<file path="src/rtl/dpw_pkg.sv">
// Timing and encoding constants for the dual-port memory port controller
package dpw_pkg;
    localparam int CLK_NS = 10;
    localparam int ADDR_W = 10;
    localparam int DATA_W = 8;
    localparam int SYNC_LAT = 2;
    // Slowest speed grade figures, in ns
    localparam int T_WP_NS = 55;
    localparam int T_WZ_NS = 40;
    localparam int T_DW_NS = 40;
    localparam int T_WH_NS = 20;
    localparam int T_AA_NS = 100;
    localparam int T_BDD_NS = 65;
    localparam int T_HZ_NS = 40;
    // Least times round up to whole cycles
    localparam int WP_CYC = (T_WP_NS + CLK_NS - 1) / CLK_NS;
    localparam int WZDW_CYC = (T_WZ_NS + T_DW_NS + CLK_NS - 1) / CLK_NS;
    localparam int WPW_CYC = (WP_CYC > WZDW_CYC) ? WP_CYC : WZDW_CYC;
    localparam int WH_CYC = (T_WH_NS + CLK_NS - 1) / CLK_NS;
    localparam int RD_CYC = (T_AA_NS + CLK_NS - 1) / CLK_NS + SYNC_LAT;
    localparam int BDD_CYC = (T_BDD_NS + CLK_NS - 1) / CLK_NS + SYNC_LAT;
    localparam int HZ_CYC = (T_HZ_NS + CLK_NS - 1) / CLK_NS;
    localparam int CNT_W = 4;
    localparam logic [ADDR_W-1:0] ADDR_RST = 10'h000;
    localparam logic [DATA_W-1:0] DATA_RST = 8'h00;

    typedef enum logic [2:0] {
        ST_IDLE  = 3'b000,
        ST_SETUP = 3'b001,
        ST_WRITE = 3'b010,
        ST_READ  = 3'b011,
        ST_RECOV = 3'b100
    } dpw_state_e;
endpackage

</file>
<file path="src/rtl/dpw_sync.sv">
// Two-stage synchroniser for pin inputs
`timescale 1ns/1ps
module dpw_sync #(
    parameter int W = 1
) (
    input wire logic clk_sys_i,
    input wire logic resetn_i,
    input wire logic [W-1:0] async_i,
    input wire logic [W-1:0] rst_val_i,
    output logic [W-1:0] sync_o
);
    logic [W-1:0] meta_q;

    always_ff @(posedge clk_sys_i) begin
        if (!resetn_i) begin
            meta_q <= rst_val_i;
            sync_o <= rst_val_i;
        end else begin
            meta_q <= async_i;
            sync_o <= meta_q;
        end
    end
endmodule // dpw_sync

</file>
<file path="src/rtl/dpw_port_ctrl.sv">
// Host-side controller for one port of an asynchronous dual-port memory
//
// Overview of operation
// - Address changes only with select deasserted
// - Strobe lasts max(pulse, turnoff plus setup)
// - Slave busy asserted before losing strobe starts
// - Hold strobe write-hold time after busy release
`timescale 1ns/1ps
module dpw_port_ctrl
    import dpw_pkg::*;
(
    // Clock and reset
    input wire logic clk_sys_i,
    input wire logic resetn_i,
    // User request side
    input wire logic req_i,
    input wire logic we_i,
    input wire logic [ADDR_W-1:0] addr_i,
    input wire logic [DATA_W-1:0] wdata_i,
    input wire logic inhibit_i,
    output logic ack_o,
    output logic busy_o,
    output logic [DATA_W-1:0] rdata_o,
    output logic mail_o,
    output logic was_blocked_o,
    // Memory port pins
    output logic ce_n_o,
    output logic rw_n_o,
    output logic oe_n_o,
    output logic [ADDR_W-1:0] addr_o,
    output logic [DATA_W-1:0] data_o,
    output logic data_oe_o,
    input wire logic [DATA_W-1:0] data_i,
    input wire logic busy_n_i,
    input wire logic mail_flag_n_i,
    output logic slave_busy_n_o
);
    dpw_state_e state_q;
    logic [CNT_W-1:0] cnt_q;
    logic we_q;
    logic busy_s;
    logic mail_n_s;
    logic [DATA_W-1:0] data_s;

    dpw_sync #(.W(DATA_W + 2)) u_sync (
        .clk_sys_i(clk_sys_i),
        .resetn_i(resetn_i),
        .async_i({busy_n_i, mail_flag_n_i, data_i}),
        .rst_val_i({2'b11, DATA_RST}),
        .sync_o({busy_s, mail_n_s, data_s})
    );

    function automatic logic [CNT_W-1:0] cyc(input int n);
        return CNT_W'(n);
    endfunction

    // Select and strobe end together once the count runs out with busy clear
    function automatic logic strobe_end(input dpw_state_e st, input logic [CNT_W-1:0] cnt, input logic bsy);
        return (st == ST_WRITE || st == ST_READ) && (cnt == '0) && bsy;
    endfunction

    // Sequencer
    always_ff @(posedge clk_sys_i) begin
        if (!resetn_i) begin
            state_q <= ST_IDLE;
            cnt_q <= '0;
            we_q <= 1'b0;
        end else begin
            unique case (state_q)
                ST_IDLE: begin
                    if (req_i) begin
                        we_q <= we_i;
                        state_q <= ST_SETUP;
                    end
                end
                ST_SETUP: begin
                    // Address settles one cycle before select falls
                    cnt_q <= we_q ? cyc(WPW_CYC) : cyc(RD_CYC);
                    state_q <= we_q ? ST_WRITE : ST_READ;
                end
                ST_WRITE: begin
                    // Busy seen: keep strobe low, hold time counted after release
                    if (!busy_s) begin
                        cnt_q <= (cnt_q > cyc(WH_CYC)) ? cnt_q : cyc(WH_CYC);
                    end else if (cnt_q != '0) begin
                        cnt_q <= cnt_q - 1'b1;
                    end else begin
                        cnt_q <= '0;
                        state_q <= ST_RECOV;
                    end
                end
                ST_READ: begin
                    // Data is only valid a settle time after busy clears
                    if (!busy_s) begin
                        cnt_q <= cyc(BDD_CYC);
                    end else if (cnt_q != '0) begin
                        cnt_q <= cnt_q - 1'b1;
                    end else begin
                        cnt_q <= cyc(HZ_CYC);
                        state_q <= ST_RECOV;
                    end
                end
                ST_RECOV: begin
                    if (cnt_q != '0) begin
                        cnt_q <= cnt_q - 1'b1;
                    end else begin
                        state_q <= ST_IDLE;
                    end
                end
                default: begin
                    state_q <= ST_IDLE;
                end
            endcase
        end
    end

    // Address and write data load only while select is high
    always_ff @(posedge clk_sys_i) begin
        if (!resetn_i) begin
            addr_o <= ADDR_RST;
            data_o <= DATA_RST;
        end else if (state_q == ST_IDLE && req_i) begin
            addr_o <= addr_i;
            data_o <= wdata_i;
        end
    end

    // Select and strobe fall together; output enable stays high on writes so the memory never drives
    always_ff @(posedge clk_sys_i) begin
        if (!resetn_i) begin
            ce_n_o <= 1'b1;
            rw_n_o <= 1'b1;
            oe_n_o <= 1'b1;
        end else if (state_q == ST_SETUP) begin
            ce_n_o <= 1'b0;
            rw_n_o <= !we_q;
            oe_n_o <= we_q;
        end else if (strobe_end(state_q, cnt_q, busy_s)) begin
            ce_n_o <= 1'b1;
            rw_n_o <= 1'b1;
            oe_n_o <= 1'b1;
        end
    end

    // Data held one cycle past strobe end for hold margin
    always_ff @(posedge clk_sys_i) begin
        if (!resetn_i) begin
            data_oe_o <= 1'b0;
        end else if (state_q == ST_SETUP) begin
            data_oe_o <= we_q;
        end else if (state_q == ST_RECOV) begin
            data_oe_o <= 1'b0;
        end
    end

    // Slave inhibit is latched before the strobe can fall
    always_ff @(posedge clk_sys_i) begin
        if (!resetn_i) begin
            slave_busy_n_o <= 1'b1;
        end else if (state_q == ST_IDLE && req_i) begin
            slave_busy_n_o <= !inhibit_i;
        end else if (state_q == ST_IDLE) begin
            slave_busy_n_o <= 1'b1;
        end
    end

    // Completion pulse, one cycle
    always_ff @(posedge clk_sys_i) begin
        if (!resetn_i) begin
            ack_o <= 1'b0;
        end else begin
            ack_o <= (state_q == ST_RECOV) && (cnt_q == '0);
        end
    end

    // Also high while a request waits in idle, so the user never double issues
    always_ff @(posedge clk_sys_i) begin
        if (!resetn_i) begin
            busy_o <= 1'b0;
        end else begin
            busy_o <= (state_q != ST_IDLE) || req_i;
        end
    end

    // Mail flag level
    always_ff @(posedge clk_sys_i) begin
        if (!resetn_i) begin
            mail_o <= 1'b0;
        end else begin
            mail_o <= !mail_n_s;
        end
    end

    // Read data taken once the access count, or the settle count after busy release, runs out
    always_ff @(posedge clk_sys_i) begin
        if (!resetn_i) begin
            rdata_o <= DATA_RST;
        end else if (state_q == ST_READ && strobe_end(state_q, cnt_q, busy_s)) begin
            rdata_o <= data_s;
        end
    end

    // Busy seen during the current access
    always_ff @(posedge clk_sys_i) begin
        if (!resetn_i) begin
            was_blocked_o <= 1'b0;
        end else if (state_q == ST_SETUP) begin
            was_blocked_o <= 1'b0;
        end else if ((state_q == ST_WRITE || state_q == ST_READ) && !busy_s) begin
            was_blocked_o <= 1'b1;
        end
    end
endmodule // dpw_port_ctrl

</file>
<file path="config.mk">
export PLATFORM = sky130hd
export DESIGN_NAME = dpw_port_ctrl
export DESIGN_NICKNAME = d
export VERILOG_FILES = /design/src/rtl/dpw_pkg.sv /design/src/rtl/dpw_sync.sv /design/src/rtl/dpw_port_ctrl.sv
export SDC_FILE = /design/constraint.sdc
export NUM_CORES = 1
export LEC_CHECK = 0
export BUFFER_PORTS_ARGS = -buffer_cell sky130_fd_sc_hd__buf_4
export CORE_ASPECT_RATIO = 1.75
export CORE_MARGIN = 1.5
export CORE_UTILIZATION = 30
export CTS_BUF_LIST = sky130_fd_sc_hd__clkbuf_16
export DETAILED_ROUTE_END_ITERATION = 7
export HOLD_SLACK_MARGIN = 0.1
export SLEW_MARGIN = 10
export SYNTH_ARGS = -nofsm -noshare
export SYNTH_HDL_FRONTEND = slang
export SYNTH_SLANG_ARGS = --single-unit
</file>
<file path="constraint.sdc">
create_clock -name clk_sys_i -period 2.2 [get_ports clk_sys_i]
set_input_delay 0.44 -clock clk_sys_i [delete_from_list [all_inputs] [get_ports clk_sys_i]]
set_output_delay 0.44 -clock clk_sys_i [all_outputs]
set_load 0.03 [all_outputs]
</file>
# After elaboration in Yosys (flattened, before gate mapping)
# Index checks and enable logic that the tools add are counted.
[totals] reg_bits=63 wordCells=77
[op_classes] n_addsub=1 n_lt_le_gt_ge=1 n_eq_ne=10 muxes=22 bitwise_logic=1 n_reduce_logical=25
[ops] operator="4-bit 2-to-1 mux" count=6
[ops] operator="4-bit case mux with 4 select lines" count=1
[ops] operator="3-bit 2-to-1 mux" count=5
[ops] operator="3-bit case mux with 4 select lines" count=1
[ops] operator="1-bit 2-to-1 mux" count=9
[ops] operator="2-bit != test (second input constant)" count=4
[ops] operator="4-bit nonzero test" count=2
[ops] operator="3-bit by 2-bit == test with 1-bit output (second input constant)" count=2
[ops] operator="1-bit logical AND" count=6
[ops] operator="2-bit nonzero test" count=3
[ops] operator="4-bit by 2-bit greater-than comparator with 1-bit output (second input constant)" count=1
[ops] operator="1-bit logical NOT" count=4
[ops] operator="4-bit logical NOT" count=1
[ops] operator="4-bit AND reduction" count=1
[ops] operator="2-bit OR reduction" count=2
[ops] operator="4-bit by 1-bit subtractor with 4-bit output (second input constant)" count=1
[ops] operator="3-bit by 1-bit == test with 1-bit output (second input constant)" count=1
[ops] operator="3-bit == test (second input constant)" count=1
[ops] operator="3-bit logical NOT" count=1
[ops] operator="3-bit by 2-bit != test with 1-bit output (second input constant)" count=1
[ops] operator="3-bit AND reduction" count=1
[ops] operator="3-bit nonzero test" count=1
[ops] operator="1-bit logical OR" count=2
[ops] operator="2-bit by 1-bit != test with 1-bit output (second input constant)" count=1
[ops] operator="other kinds (2)" count=2

# Depth between registers and ports, before layout
[logic_depth] depth_word=6 depth_mapped=7 ltp_nobuf=6

# By module
# From an unflattened synthesis, not the netlist that was laid out.
[unflattened] cells_unflattened=272 area_unflattened_um2=2665.1
[modules_own_cells] mod="dpw_port_ctrl" instances=1 cells_per_inst=230 area_each_um2=1941.9
[modules_own_cells] mod="dpw_sync" instances=1 cells_per_inst=42 area_each_um2=723.2

# Least setup slack after synthesis
# No wires, ideal clock.
[synth_timing] path_type="reg-to-reg" from="register cnt_q[0]" to="register cnt_q[3]" arrival_time_ns=1.524 required_ns=2.140 setup_slack_ns=0.616 stages_incl_launch_ff=7 n_path_buf=0 period_less_slack_ns=1.584 cell_sequence="dfxtp_1 inv_1 ha_1 nor3b_4 or3_4 o31ai_1 o221a_1"
[synth_via] elab_chain_len=4
[synth_rtl] element="start, declared" line_no="dpw_port_ctrl.sv:39" source="logic [CNT_W-1:0] cnt_q;"
[synth_rtl] element="start signal, assigned" line_no="dpw_port_ctrl.sv:78" source="cnt_q <= we_q ? cyc(WPW_CYC) : cyc(RD_CYC);"
[synth_rtl] element="start signal, assigned" line_no="dpw_port_ctrl.sv:84" source="cnt_q <= (cnt_q > cyc(WH_CYC)) ? cnt_q : cyc(WH_CYC);"
[synth_rtl] element="start signal, assigned" line_no="dpw_port_ctrl.sv:86" source="cnt_q <= cnt_q - 1'b1;"
[synth_rtl] element="4-bit by 1-bit subtractor with 4-bit output or 4-bit nonzero test (tied branches)"
[synth_rtl] element="4-bit 2-to-1 mux, on equally long branches" line_no="dpw_port_ctrl.sv:96, dpw_port_ctrl.sv:85"
[synth_rtl] element="4-bit 2-to-1 mux, on equally long branches" line_no="dpw_port_ctrl.sv:94, dpw_port_ctrl.sv:83"
[synth_rtl] element="4-bit case mux with 4 select lines" line_no="dpw_port_ctrl.sv:69" source="unique case (state_q)"
# Several ways; a longest one is shown, not always the timed one. The select of a mux whose other input is x is not followed.
# A chain may end at the register's enable or synchronous reset.

# Worst setup path in the final report
[layout_timing] from="register cnt_q[0]" to="register rdata_o[4]"
[layout_via] elab_chain_len=4
[layout_rtl] element="4-bit logical NOT" line_no="dpw_port_ctrl.sv:59" source="return (st == ST_WRITE || st == ST_READ) && (cnt == '0) && bsy;"
[layout_rtl] element="1-bit logical AND (2 in series)" line_no="dpw_port_ctrl.sv:59"
[layout_rtl] element="1-bit logical AND" line_no="dpw_port_ctrl.sv:198" source="end else if (state_q == ST_READ && strobe_end(state_q, cnt_q, busy_s)) begin"
[layout_rtl] element="end signal, assigned" line_no="dpw_port_ctrl.sv:199" source="rdata_o <= data_s;"
[layout_rtl] element="end, declared" line_no="dpw_port_ctrl.sv:23" source="output logic [DATA_W-1:0] rdata_o,"
# No other way between the ends.

==> flow_summary.json <==
{
  "status": "completed",
  "ant_nets": 0,
  "drv_slew": 0,
  "setup_ws_ns": 0.376,
  "worstPathMaxFanout": 9,
  "cts_tree": "yes",
  "rsz0062_at_grt": "false",
  "core_area_um2": 7860,
  "yosys.area.top_type": "dfxtp_1",
  "min_period_ns": 1.82,
  "yosysSeqAreaShare_pct": 52.6,
  "ioPinCount": 68,
  "slowest_stage": "nor3b_4",
  "dr.first_iter.drc_count": 66,
  "grt_max_degree": 26,
  "synth_area_um2": 2400,
  "dr_total_vias": 2022,
  "first_pass_iters": 4,
  "drc": 0,
  "holdWs_ns": 0.298,
  "hold_viol_final": 0,
  "arrival_ns": 2.02,
  "die_w_um": 70.6,
  "dieArea_um2": 8560,
  "setup_tns_ns": 0,
  "cts.sinks": 63,
  "worstPathRequired_ns": 2.40,
  "synthArstFlopShare_pct": 0,
  "netlist_instances": 264,
  "wire_per_inst_um": 13.0,
  "dp_hpwl_mm": 3.82,
  "clock-root-buffer": "clkbuf_16",
  "n_fill_cell": 806,
  "crit_chain": "inv_1, ha_1, nor3b_4, nand4_1, nand2_1, a21oi_1",
  "yosys-top-cells-area": "dfxtp_1, nand2_1, a21oi_1, and2_1, nand2b_1",
  "post_cts_resized": 0,
  "max_freq_mhz": 548,
  "antenna_cells": 0,
  "pwr_density_cell_nw_per_um2": 1250,
  "post_cts_buffers": 0,
  "wirelength_mm": 5.47,
  "syn_nets": 299,
  "ys_warn_count": 0,
  "avgSynthCellArea_um2": 9.08,
  "cp-end-kind": "register",
  "synth_edf_count": 0,
  "path_class": "register to register",
  "path_clk_slew_ns": 0.05,
  "rows": 43,
  "path_delay_family": "simple AND/OR/NAND/NOR gates",
  "clock_skew_ns": 0.00411,
  "grt_pass1_vias": 1945,
  "antenna_found_initial": 0,
  "tightest_slew_ns": 0.703,
  "start_util_pct": 30.5,
  "synth.ff_latch_count": 63,
  "vdd_drop_max_uv": 476,
  "gr-usage-all-layers_pct": 13.7,
  "insertion_delay_ns": 0.32,
  "finalSetupViolations": 0,
  "period_share_pct": 82.9,
  "dpl_worst_slack_ns": 0.408,
  "drive_gt1_share_pct": 27.4,
  "cp-start-kind": "register",
  "clk_path_buf_depth": 2,
  "port_buffers": 67,
  "h-tree-depth": 3,
  "min_path_type": "primary input to register",
  "synth_ff_type": "dfxtp_1",
  "slew_headroom_pct": 53.2,
  "place_congestion": 0.829,
  "critPathBufInv": 1,
  "cap_violations": 0,
  "synthToLayoutAreaGrowth_pct": 33.1,
  "crit_path_max_incr_delay_ns": 0.39,
  "cts_made_buffers": 9,
  "cellLeakagePower_nw": 1.32,
  "holdBufCountCts": 0,
  "fin_nets": 363,
  "via_per_inst": 4.79,
  "synth_top_area_share_pct": 52.6,
  "grt_pass1_wl_mm": 9.01,
  "synth_cell_types": 42,
  "grt_remaining_overflow": 0,
  "dieHeight_um": 121
}
final timing paths:
check | startpoint | to | slack (ns) | depth (start not counted)
setup / recovery | cnt_q[0]$_SDFFE_PN0P_ | rdata_o[4]$_SDFFE_PN0P_ | 0.38 | 6
hold / removal | busy_n_i | u_sync.meta_q[9]$_SDFF_PN1_ | 0.30 | 2
setup reg to reg | cnt_q[0]$_SDFFE_PN0P_ | rdata_o[4]$_SDFFE_PN0P_ | 0.38 | 6
hold reg to reg | u_sync.sync_o[8]$_SDFF_PN1_ | mail_o$_SDFF_PN0_ | 0.39 | 1
worst reg2reg max path, cell delays in order, from the launching register on:
cell and delay (ns):
dfxtp_1 0.32, inv_1 0.10, ha_1 0.26, nor3b_4 0.40, nand4_1 0.37, nand2_1 0.18, a21oi_1 0.07
per-stage QoR:
step                std cells  total power (W)  util [%]  area, um2
floorplan                 264          0.00241         -       2400
global placement          407          0.00269      37.1       2910
detailed placement        407          0.00271      37.1       2910
CTS                       422          0.00405      40.6       3190
global route              422          0.00425      40.6       3190
finish                    422          0.00400      40.6       3190
cell type report:
cell class                      instances  area, um2  share of cell area, %
Clock buffer                            9        225                   7.06
Timing Repair Buffer                   69        518                   16.2
Inverter                                3       11.3                  0.353
Tap cell                               90        113                   3.53
Sequential cell                        63       1260                   39.5
Multi-Input combinational cell        182       1010                   31.6
Clock inverter                          6       53.8                   1.69
synth_stat cells, drive strengths merged, types with 2 or more instances:
| cell type | count |
|---|---|
| dfxtp | 63 |
| nand2 | 53 |
| a21oi | 31 |
| and2 | 17 |
| nand2b | 14 |
| nor2 | 13 |
| buf | 9 |
| nand3 | 9 |
| o21ai | 7 |
| clkbuf | 6 |
| nor3 | 5 |
| a211oi | 3 |
| inv | 3 |
| a22oi | 2 |
| a2bb2oi | 2 |
| ha | 2 |
| nor3b | 2 |
| nor4b | 2 |
| o22ai | 2 |
| o311ai | 2 |
| o31ai | 2 |
| or3 | 2 |
| xnor2 | 2 |
cell families (layout without fill, tap and decap cells):
kind of cell,after synthesis,after routing,share of synthesized area (%)
compound gates,57,57,15.0
xor+xnor,2,2,0.731
fa+ha+maj,2,2,1.04
buf+inv,19,87,5.27
flops,63,63,52.6
simple gates,121,121,25.4
where the power goes:
group	leakage [nW]	total [W]	switching (W)	internal, W
sequential	0.517	0.00147	0.000168	0.00130
combinational	0.652	0.00121	0.000709	0.000502
clock	0.146	0.00132	0.000467	0.000856
total	1.32	0.00400	0.00134	0.00266
placed cells by master (no fill, tap or decap), drive strengths merged, types with 2 or more instances in the layout:
| cell type | count |
|---|---|
| buf | 69 |
| dfxtp | 63 |
| nand2 | 53 |
| a21oi | 31 |
| and2 | 17 |
| nand2b | 14 |
| nor2 | 13 |
| nand3 | 9 |
| clkbuf | 9 |
| o21ai | 7 |
| nor3 | 5 |
| clkinv | 4 |
| inv | 4 |
| a211oi | 3 |
| xnor2 | 2 |
| a2bb2oi | 2 |
| o22ai | 2 |
| o31ai | 2 |
| o311ai | 2 |
| a22oi | 2 |
| nor4b | 2 |
| ha | 2 |
| nor3b | 2 |
| or3 | 2 |
sequential cells by signal, indices dropped and copies added, names as in the netlist, 3 cells and up:
name / flops
state_q: 3
cnt_q: 4
rdata_o: 8
data_o: 8
u_sync.meta_q: 10
addr_o: 10
u_sync.sync_o: 10
routing by layer:
metal | part of all wire [%] | track usage, %
met5 | 0 | 0
met1 | 39 | 14.5
met3 | 3.5 | 3.57
met2 | 54 | 23.3
met4 | 3.9 | 9.20
Power figures use the tool's default switching activity.
